**src/logic/parity_defines.svh**
```systemverilog
/*
  Constants for the port parity check and generate block: bus widths, byte layout,
  buffer depth and reset values. Assumes it is included by bare name before use.
*/
`ifndef PARITY_DEFINES_SVH
`define PARITY_DEFINES_SVH

`define PAR_BUS_W 36
`define PAR_BYTE_W 9
`define PAR_BYTE_DATA_W 8
`define PAR_BYTES 4
`define PAR_FIFO_DEPTH 4
`define PAR_BUS_RESET 36'h0_0000_0000

`endif

```
**src/logic/parity_pkg.sv**
```systemverilog
/*
  Types shared by the port parity block: the per-port control group and the decoded
  kind of access. Assumes parity_defines.svh sits beside it.
*/
`include "parity_defines.svh"

package parity_pkg;

  typedef logic [`PAR_BUS_W-1:0] bus_word_t;

  typedef struct packed {
    logic chip_select_n;
    logic access_strobe;
    logic direction;
    logic mailbox_pick;
    logic parity_gen_select;
  } port_ctrl_t;

  typedef enum logic [4:0] {
    ACC_NONE = 5'h01,
    ACC_FIFO_WR = 5'h02,
    ACC_FIFO_RD = 5'h04,
    ACC_BOX_WR = 5'h08,
    ACC_BOX_RD = 5'h10
  } access_t;

endpackage

```
**src/logic/port_parity_check_generate.sv**
```systemverilog
/*
  Port parity checking and generation for a two-port word buffer with two mailboxes,
  plus the small word FIFO that carries data from port A to port B.
  Assumes both ports are driven synchronously to i_sys_clk and that the testbench
  resolves each bidirectional bus from the matching output enable.
*/
// Function
// - Four parity trees per port check the input bus and drive a low-active fault flag.
// - Each 36-bit word splits into bytes at bits 0-8, 9-17, 18-26, 27-35.
// - Odd sense faults on odd count of low bits; even sense on even count.
// - One shared sense input governs checking on both ports.
// - Port A trees generate parity for box B-to-A; port B trees for box A-to-B.
// - Port A mailbox read with generation forces port A fault flag high.
// - Port B mailbox read with generation forces port B fault flag high.
// - High generate select makes parity for that port's mailbox reads, and for port B FIFO reads.
// - Writes store all 36 bits unchanged whatever the generate selects are.
// - Parity comes from each byte's low eight bits and the sense setting.
// - Generated parity replaces each byte's top bit only on the data outputs.
// - Generating parity for a mailbox read leaves the mailbox contents untouched.
// - FIFO parity is made before the port B output register, sampled at its edge.
// - Mailbox generation needs direction low, pick high, select low, strobe high, generate high.
// - Port B outputs show the FIFO register with pick low, box A-to-B with pick high.
// - Port A outputs always show the box B-to-A contents.

module word_fifo #(
  parameter int WIDTH = `PAR_BUS_W,
  parameter int DEPTH = `PAR_FIFO_DEPTH
) (
  input wire logic i_sys_clk,
  input wire logic i_reset,
  input wire logic i_in_valid,
  output logic o_in_ready,
  input wire logic [WIDTH-1:0] i_in_data,
  output logic o_out_valid,
  input wire logic i_out_ready,
  output logic [WIDTH-1:0] o_out_data
);
  localparam int PTR_W = (DEPTH > 1) ? $clog2(DEPTH) : 1;
  localparam int CNT_W = $clog2(DEPTH + 1);

  logic [WIDTH-1:0] mem_r [DEPTH];
  logic [PTR_W-1:0] wr_ptr_r;
  logic [PTR_W-1:0] rd_ptr_r;
  logic [CNT_W-1:0] count_r;
  logic push;
  logic pop;

  assign o_in_ready = (count_r != CNT_W'(DEPTH));
  assign o_out_valid = (count_r != '0);
  assign o_out_data = mem_r[rd_ptr_r];
  assign push = i_in_valid && o_in_ready;
  assign pop = o_out_valid && i_out_ready;

  function automatic logic [PTR_W-1:0] ptr_inc(input logic [PTR_W-1:0] p);
    ptr_inc = (p == PTR_W'(DEPTH - 1)) ? '0 : p + 1'b1;
  endfunction

  // Storage has no reset: count_r alone says which words are valid, so old contents never leak out.
  always_ff @(posedge i_sys_clk) begin
    if (push) begin
      mem_r[wr_ptr_r] <= i_in_data;
    end
  end

  always_ff @(posedge i_sys_clk) begin
    if (i_reset) begin
      wr_ptr_r <= '0;
      rd_ptr_r <= '0;
    end else begin
      if (push) begin
        wr_ptr_r <= ptr_inc(wr_ptr_r);
      end
      if (pop) begin
        rd_ptr_r <= ptr_inc(rd_ptr_r);
      end
    end
  end

  always_ff @(posedge i_sys_clk) begin
    if (i_reset) begin
      count_r <= '0;
    end else if (push && !pop) begin
      count_r <= count_r + 1'b1;
    end else if (pop && !push) begin
      count_r <= count_r - 1'b1;
    end
  end
endmodule

module port_parity_check_generate #(
  parameter int FIFO_DEPTH = `PAR_FIFO_DEPTH
) (
  input wire logic i_sys_clk,
  input wire logic i_reset,
  input wire logic i_parity_odd,
  input wire parity_pkg::port_ctrl_t i_port_a_ctrl,
  input wire parity_pkg::bus_word_t i_port_a_bus,
  output parity_pkg::bus_word_t o_port_a_bus,
  output logic o_port_a_oe,
  output logic o_port_a_parity_fault_n,
  output logic o_port_a_fifo_ready,
  input wire parity_pkg::port_ctrl_t i_port_b_ctrl,
  input wire parity_pkg::bus_word_t i_port_b_bus,
  output parity_pkg::bus_word_t o_port_b_bus,
  output logic o_port_b_oe,
  output logic o_port_b_parity_fault_n,
  output logic o_port_b_fifo_valid
);
  parity_pkg::access_t acc_a;
  parity_pkg::access_t acc_b;
  parity_pkg::bus_word_t box_a_to_b_r;
  parity_pkg::bus_word_t box_b_to_a_r;
  parity_pkg::bus_word_t fifo_out_r;
  parity_pkg::bus_word_t fifo_head;
  logic gen_box_a;
  logic gen_box_b;
  logic fifo_rd_b;
  logic fifo_pop;

  // Byte lanes sit at bit 0, 9, 18 and 27; the top bit of each lane is parity.
  function automatic logic [`PAR_BYTES-1:0] byte_faults(input parity_pkg::bus_word_t w, input logic odd);
    logic [`PAR_BYTES-1:0] f;
    f = '0;
    for (int i = 0; i < `PAR_BYTES; i++) begin
      // Odd sense wants an odd count of ones in nine bits, i.e. an even count of lows.
      f[i] = odd ? !(^w[i*`PAR_BYTE_W +: `PAR_BYTE_W]) : (^w[i*`PAR_BYTE_W +: `PAR_BYTE_W]);
    end
    return f;
  endfunction

  function automatic parity_pkg::bus_word_t gen_parity(input parity_pkg::bus_word_t w, input logic odd,
                                                       input logic en);
    parity_pkg::bus_word_t r;
    r = w;
    for (int i = 0; i < `PAR_BYTES; i++) begin
      if (en) begin
        r[i*`PAR_BYTE_W + `PAR_BYTE_DATA_W] = odd ? !(^w[i*`PAR_BYTE_W +: `PAR_BYTE_DATA_W])
                                                  : (^w[i*`PAR_BYTE_W +: `PAR_BYTE_DATA_W]);
      end
    end
    return r;
  endfunction

  function automatic parity_pkg::access_t decode(input parity_pkg::port_ctrl_t c);
    parity_pkg::access_t k;
    k = parity_pkg::ACC_NONE;
    if (!c.chip_select_n && c.access_strobe) begin
      unique case ({c.direction, c.mailbox_pick})
        2'b10: k = parity_pkg::ACC_FIFO_WR;
        2'b00: k = parity_pkg::ACC_FIFO_RD;
        2'b11: k = parity_pkg::ACC_BOX_WR;
        2'b01: k = parity_pkg::ACC_BOX_RD;
      endcase
    end
    return k;
  endfunction

  assign acc_a = decode(i_port_a_ctrl);
  assign acc_b = decode(i_port_b_ctrl);

  assign gen_box_a = (acc_a == parity_pkg::ACC_BOX_RD) && i_port_a_ctrl.parity_gen_select;
  assign gen_box_b = (acc_b == parity_pkg::ACC_BOX_RD) && i_port_b_ctrl.parity_gen_select;

  // The trees are shared: while they generate for a mailbox the bus is not checked.
  assign o_port_a_parity_fault_n = gen_box_a || !(|byte_faults(i_port_a_bus, i_parity_odd));
  assign o_port_b_parity_fault_n = gen_box_b || !(|byte_faults(i_port_b_bus, i_parity_odd));

  // The strobe is left out of the enable so the bus stays driven between back-to-back reads.
  assign o_port_a_oe = !i_port_a_ctrl.chip_select_n && !i_port_a_ctrl.direction;
  assign o_port_b_oe = !i_port_b_ctrl.chip_select_n && !i_port_b_ctrl.direction;

  // Mailbox parity is substituted on the way out, so the stored word is never rewritten.
  assign o_port_a_bus = gen_parity(box_b_to_a_r, i_parity_odd, gen_box_a);
  assign o_port_b_bus = i_port_b_ctrl.mailbox_pick ? gen_parity(box_a_to_b_r, i_parity_odd, gen_box_b)
                                                   : fifo_out_r;

  always_ff @(posedge i_sys_clk) begin
    if (i_reset) begin
      box_a_to_b_r <= `PAR_BUS_RESET;
    end else if (acc_a == parity_pkg::ACC_BOX_WR) begin
      box_a_to_b_r <= i_port_a_bus;
    end
  end

  always_ff @(posedge i_sys_clk) begin
    if (i_reset) begin
      box_b_to_a_r <= `PAR_BUS_RESET;
    end else if (acc_b == parity_pkg::ACC_BOX_WR) begin
      box_b_to_a_r <= i_port_b_bus;
    end
  end

  assign fifo_rd_b = (acc_b == parity_pkg::ACC_FIFO_RD);
  assign fifo_pop = fifo_rd_b && o_port_b_fifo_valid;

  // A port A write is refused while the buffer is full; o_port_a_fifo_ready tells the writer.
  word_fifo #(
    .WIDTH(`PAR_BUS_W),
    .DEPTH(FIFO_DEPTH)
  ) u_fifo (
    .i_sys_clk(i_sys_clk),
    .i_reset(i_reset),
    .i_in_valid(acc_a == parity_pkg::ACC_FIFO_WR),
    .o_in_ready(o_port_a_fifo_ready),
    .i_in_data(i_port_a_bus),
    .o_out_valid(o_port_b_fifo_valid),
    .i_out_ready(fifo_rd_b),
    .o_out_data(fifo_head)
  );

  // Generate select and sense are sampled by the edge that loads the output register.
  always_ff @(posedge i_sys_clk) begin
    if (i_reset) begin
      fifo_out_r <= `PAR_BUS_RESET;
    end else if (fifo_pop) begin
      fifo_out_r <= gen_parity(fifo_head, i_parity_odd, i_port_b_ctrl.parity_gen_select);
    end
  end
endmodule

```
**config.mk**
```make
export PLATFORM = sky130hd
export DESIGN_NAME = port_parity_check_generate
export DESIGN_NICKNAME = d
export VERILOG_FILES = /design/src/logic/parity_pkg.sv /design/src/logic/port_parity_check_generate.sv
export VERILOG_INCLUDE_DIRS = /design/src /design/src/logic
export SDC_FILE = /design/constraint.sdc
export NUM_CORES = 1
export LEC_CHECK = 0
export BUFFER_PORTS_ARGS = -buffer_cell sky130_fd_sc_hd__buf_2
export CORE_MARGIN = 1.5
export CORE_UTILIZATION = 55
export CTS_BUF_LIST = sky130_fd_sc_hd__clkbuf_16
export CTS_CLUSTER_SIZE = 24
export DETAILED_ROUTE_END_ITERATION = 6
export PLACE_DENSITY = 0.76
export SYNTH_ARGS = -nofsm -noshare
export SYNTH_HDL_FRONTEND = slang
export SYNTH_SLANG_ARGS = --single-unit
```
**constraint.sdc**
```tcl
create_clock -name i_sys_clk -period 6.7 [get_ports i_sys_clk]
set_clock_uncertainty 0.15 [all_clocks]
set_input_delay 0.335 -clock i_sys_clk [delete_from_list [all_inputs] [get_ports i_sys_clk]]
set_output_delay 0.335 -clock i_sys_clk [all_outputs]
set_load 0.05 [all_outputs]
```
==> metrics, run 1 <==
CORE AREA=between 20000 and 25000 sq um; Setup TNS=0 ns; highest clock rate=just over 0.3 GHz; final antenna diode count=0; Rel. slew slack=42.10%; count of distinct cell types in the synthesized netlist=between 40 and 50; commonest cells after routing, fill and taps aside=nand2_1 (217), buf_2 (161), edfxtp_1 (144), dfxtp_1 (116), a21oi_1 (112); standard-cell rows=53; CTS HTree Levels=1; fill cell total of the finished layout=1493; Area growth syn-to-layout=19.63%; global-route wire length before repair=about 42000 microns; largest vdd supply drop=approximately 0.00027 V; most common flop cell mapped by yosys=edfxtp_1; Final Slew Violations=0; Finish-stage setup viols=0; summed instance area of the synthesized netlist=about 12000 sq um; Max clock buf depth=3; count of endpoints failing hold in the final timing report=0; total congestion overflow=0; type of the worst setup path=primary input to output pin; slew at the pin closest to its max-slew limit=~0.87 ns; Clock Sink Count=between 200 and 300; leading cell type in the layout, fill and taps excluded=nand2_1; initial core utilization=a little under three fifths; fin crit share=between 40% and 50%; pwr/cell area=between 200 and 250 nW/um^2; number of global-route vias before repair=7912; Top Ports=about 160; type of element launching the critical path=primary input; data required time at the worst endpoint=6.21 ns; number of buffers inserted by post-CTS setup repair=0; critical-path maximum fanout=6; average cell area after synthesis=between 10 and 15 sq um; count of nets left with antenna violations after detail routing=0; number of nets in the layout=between 1000 and 1500; total length of routed wires=26650 microns; clk root buf=clkbuf_16; Arr. time, crit path=about 2.8 ns; number of max-cap violations=0; Via Count=7828; register area share after synthesis=between 50% and 60%; IO Port Bufs=~160; outcome=finished clean; die boundary height=149.3 microns; Routed WL per cell=18.19 microns; number of standard cells in the final layout excluding fillers=~1500; number of optimization iterations in the first detailed-route pass=5; RSZ-0062 raised after global routing=no; synthesized netlist cell count=roughly 980; violation count after the first detailed-routing iteration=424; number of warnings reported in the yosys synthesis log=0; synthesis-stage register bit count=261; HPWL reported at the end of detailed placement=15880 microns; setup slack after placement=about 3.7 ns; Worst Setup Slack, final=about 3.4 ns; GR Util All Layers=between 20% and 30%; global placement routability congestion=0.8152; clock-pin slew on the worst setup and hold paths=0.06 ns; Cell Count Post-Placement=between 1000 and 1500; minimum period implied by the final worst setup slack=approximately 3.3 ns; standby leakage power=between 5 and 6 nW; floorplan die area=between 20000 and 25000 sq um; maximum number of pins on one net before global-route repair=80; clock buffers created by TritonCTS=26; DR vias/cell=between 5 and 6; DR DRC count=0; proportion of register bits with asynchronous set or reset after synthesis=0%; nets in the synthesized netlist=1070; Horiz. Die Dim=between 100 and 150 microns; layout cells sized above 1=between 20% and 30%; Setup crit end kind=output pin; TritonCTS clock tree=built; initial antenna violation count=0; Tightest Hold Check Type=primary input to register; clock insertion delay at the later pin of the skew report=between 0.5 and 0.6 ns; EDFF count, synth=~140
[registers in the layout (all words and copies together), names as in the netlist, named ones only]
name / count
fifo_out_r: 36
u_fifo.rd_ptr_r: 2
u_fifo.mem_r: 144
u_fifo.wr_ptr_r: 2
box_a_to_b_r: 36
u_fifo.count_r: 3
box_b_to_a_r: 36
[cells by family after synthesis]
kind of cell,Yosys count,synth area share [%]
xor+xnor,158,12.73
flops,261,56.63
mux,77,10.88
buf+inv,91,4.602
simple gates,261,8.991
compound gates,123,5.357
fa+ha+maj,7,0.8077
[through the flow]
step | util, % | power [mW] | area [sq um] | hold slack (ns)
after floorplan | - | 1.995 | 11770 | 0.2838
after global placement | 59.59 | 2.091 | 12530 | 0.2902
after detailed placement | 59.59 | 2.097 | 12530 | 0.2963
after CTS | 67.00 | 3.536 | 14080 | 0.04023
after global routing | 67.00 | 3.642 | 14080 | 0.04140
final | 67.00 | 3.516 | 14080 | 0.05420
[routing by layer]
| layer | vias to the layer above | wire, microns | part of all wire [%] | global-route usage, % |
|---|---|---|---|---|
| met5 | - | 0 | 0 | 0 |
| met4 | 0 | 424 | 1.6 | 5.792 |
| met3 | 28 | 1603 | 6.0 | 3.823 |
| met2 | 273 | 13580 | 51 | 42.99 |
| met1 | 3790 | 11050 | 41 | 30.71 |
| li1 | 3737 | - | - | - |
[repair_timing]
action	CTS	global route
gates resized for setup	0	0
hold buffers	72	0
endpoints found under the hold margin	216	0
[worst paths after layout]
| kind | slack, ns | to | startpoint | cells after the start |
|---|---|---|---|---|
| max | 3.42 | o_port_a_parity_fault_n | i_port_a_bus[4] | 9 |
| max reg2reg | 3.80 | fifo_out_r[26] | register | 7 |
| min reg2reg | 0.30 | box_b_to_a_r[35] | box_b_to_a_r[35] | 2 |
| min | 0.05 | fifo_out_r[8] | i_port_b_ctrl[0] | 2 |
[layout make-up]
cell class                 count  area [sq um]  area share (%)
multi-input combinational    626          4569           32.44
timing repair buffer         248          1639           11.64
clock buffer                  26         650.6           4.620
clock inverter                22         186.4           1.324
tap                          275         344.1           2.443
inverter                       7         26.28          0.1866
sequential                   261          6668           47.34
[report_power, final]
part	total [mW]	leakage [nW]	switching, mW	internal (mW)
Sequential	1.72	2.24	0.0118	1.70
Clock	1.42	0.428	0.598	0.822
Combinational	0.380	2.53	0.214	0.166
[worst max-delay path, stage by stage]
cell	delay (ns)
dlygate4sd3_1	0.52
buf_2	0.19
xor2_1	0.21
xnor3_1	0.47
xnor2_1	0.23
nor2_1	0.05
and4_1	0.17
or3_1	0.38
buf_2	0.23
[synthesized netlist by cell type, types with 2 or more instances]
master	n	area, sq um
mux2_2	36	405.4
o22ai_1	3	18.77
ha_1	6	75.07
buf_6	5	56.30
nand2_1	217	814.5
clkbuf_8	2	27.53
edfxtp_1	144	4324
or3_1	3	18.77
mux4_2	32	720.7
nor2_1	16	60.06
a21oi_1	112	560.5
o221ai_1	2	17.52
and3_1	2	12.51
o21ai_0	5	25.02
nor2b_1	2	12.51
and4b_1	2	20.02
xnor2_2	8	130.1
and2_1	4	25.02
buf_4	32	240.2
xnor3_1	4	90.09
clkbuf_1	36	135.1
xor2_1	36	315.3
mux2i_1	5	50.05
nor3_1	3	15.01
dfxtp_1	117	2342
buf_2	5	25.02
buf_1	3	11.26
xnor2_1	110	963.4
mux4_1	4	105.1
nand3_1	5	25.02
inv_1	7	26.28
No activity file was read; power rests on OpenSTA's default activity.
==> inputs of run 2 (changes only) <==
- CORE_UTILIZATION: 55 -> 52
- PLACE_DENSITY: 0.76 -> 0.75
- clock period: 6.7 -> 2.9 ns (I/O delays scaled with it)
==> run 2 against run 1 <==
Net effect: core utilization is 1.6 points lower; cell count is 1.5% higher; routed wire length is 6.1% higher; sequential share of layout area is 1.1 points lower.
==> metrics, run 2 (same netlist as run 1, synthesis figures left out) <==
outcome=finished clean; GR Util All Layers=a little under a quarter; register-to-register setup slack=approximately 0.43 ns; CORE AREA=22030 sq um; count of endpoints failing hold in the final timing report=0; Rel. slew slack=50.46%; DR DRC count=0; violation count after the first detailed-routing iteration=654; clock insertion delay at the later pin of the skew report=roughly 0.53 ns; layout cells sized above 1=26.33%; global placement routability congestion=approximately 0.8; HPWL reported at the end of detailed placement=roughly 18000 microns; depth of the critical timing path with buffers and inverters included=9; Worst Setup Slack, final=0.06358 ns; DR vias/cell=approximately 5.4; leading cell type in the layout, fill and taps excluded=nand2_1; global-route wire length before repair=43480 microns; Critical-path top delay cell=dlygate4sd3_1; total congestion overflow=0; CP cell instances=dlygate4sd3_1, buf_2, xnor2_1, xnor3_1, xnor2_1, nor2_1, and4_1, or3_1, buf_4; register with the most flip-flops=u_fifo.mem_r; Horiz. Die Dim=roughly 150 microns; area of the multi-input gates=4597 sq um; Max clock buf depth=3; Tightest Hold Check Type=primary input to register; Setup TNS=0 ns; die boundary height=153.5 microns; Setup crit end kind=output pin; maximum number of pins on one net before global-route repair=75; Routed WL per cell=roughly 19 microns; CTS HTree Levels=1; Clock Sink Count=~260; number of optimization iterations in the first detailed-route pass=4; clk root buf=clkbuf_16; data required time at the worst endpoint=2.61 ns; IO Port Bufs=162; fin crit share=a little over nine tenths; number of max-cap violations=0; total length of routed wires=~28000 microns; total power consumption of the routed design=8.603 mW; delay of the slowest cell on the worst path=0.54 ns; floorplan die area=23550 sq um; critical-path maximum fanout=6; Worst Hold Path EP=box_a_to_b_r[17]; Via Count=~8000; most frequent cell on the critical path=xnor2_1; combined flip-flop and latch cell area=6668 sq um; number of buffers inserted by post-CTS setup repair=0; slew at the pin closest to its max-slew limit=0.7392 ns; standard-cell rows=54; startpoint of the lowest-slack hold path=i_port_a_ctrl[1]; commonest cells after routing, fill and taps aside=nand2_1 (217), buf_2 (159), edfxtp_1 (144), dfxtp_1 (116), a21oi_1 (112); pwr/cell area=~600 nW/um^2; type of the worst setup path=primary input to output pin; count of nets left with antenna violations after detail routing=0; number of global-route vias before repair=roughly 8000; highest clock rate=about 0.35 GHz; standby leakage power=about 5.3 nW; Area growth syn-to-layout=22.36%; worst path buffer plus inverter count=3; TritonCTS clock tree=built; Crit Reg-Reg Endpoint=u_fifo.count_r[2]; fill cell total of the finished layout=about 1600; number of nets in the layout=1276; Final Slew Violations=0; R2R depth=9; Largest register FFs=between 100 and 150; kind of cell adding the most delay to the critical path=buffers and inverters; minimum period implied by the final worst setup slack=2.836 ns; hold path depth=5; initial core utilization=a little over half; type of element launching the critical path=primary input; setup slack after placement=about 0.44 ns; final standard cell utilization of the core=approximately 65%; Finish-stage setup viols=0; Worst R2R Start=u_fifo.count_r[0]; clock-pin slew on the worst setup and hold paths=0.06 ns; clock buffers created by TritonCTS=27; initial antenna violation count=3; largest vdd supply drop=between 0.0004 and 0.0005 V; Arr. time, crit path=~2.5 ns; Top Ports=163
[run 2: timing repair]
item,in CTS,in global routing
resized for setup,0,6
hold endpoints to repair,240,0
hold buffers,74,0
setup endpoints to repair,0,2
[run 2: report_power, final]
part / internal, mW / leakage (nW) / switching (mW)
Combinational: 0.403 / 2.62 / 0.517
Clock: 2.28 / 0.467 / 1.44
Sequential: 3.94 / 2.24 / 0.0265
[run 2: worst max path at each step]
stage                      start                 endpoint
3_5_place_dp   u_fifo.count_r[0]        u_fifo.count_r[2]
2_1_floorplan  u_fifo.count_r[0]       u_fifo.mem_r[3][0]
6_report         i_port_a_bus[7]  o_port_a_parity_fault_n
5_1_grt          i_port_b_bus[3]  o_port_b_parity_fault_n
3_3_place_gp     i_port_a_bus[4]  o_port_a_parity_fault_n
4_1_cts          i_port_a_bus[7]  o_port_a_parity_fault_n
[run 2: worst reg2reg max path: cells and delay by family (launching register included)]
family,cells,cell delay [ns]
buf+inv,1,0.06
simple gates,4,0.83
compound gates,1,0.14
flops,1,0.43
xor+xnor,1,0.17
fa+ha+maj,2,0.61
[run 2: routing by layer]
layer / wire length, microns / track usage (%) / share of wire (%) / up-vias
li1: - / - / - / 3769
met1: 11920 / 30.81 / 42 / 3890
met2: 13450 / 40.02 / 48 / 306
met3: 2182 / 5.047 / 7.7 / 50
met4: 719 / 7.490 / 2.5 / 0
met5: 0 / 0 / 0 / -
[run 2: area by class of cell]
cell class                 count  area share (%)
antenna                        3         0.05211
clock buffer                  28           4.864
clock inverter                21           1.798
inverter                       7          0.1824
multi-input combinational    626           31.91
sequential                   261           46.29
tap                          280           2.432
timing repair buffer         261           12.47
[run 2: per-stage QoR]
step / area (sq um) / hold slack (ns) / std cells
3_5_place_dp: 12670 / 0.2574 / 1361
2_1_floorplan: 11770 / 0.09387 / 978
4_1_cts: 14370 / 0.05434 / 1484
3_3_place_gp: 12670 / 0.2492 / 1361
5_1_grt: 14400 / 0.1151 / 1485
6_report: 14410 / 0.05705 / 1487
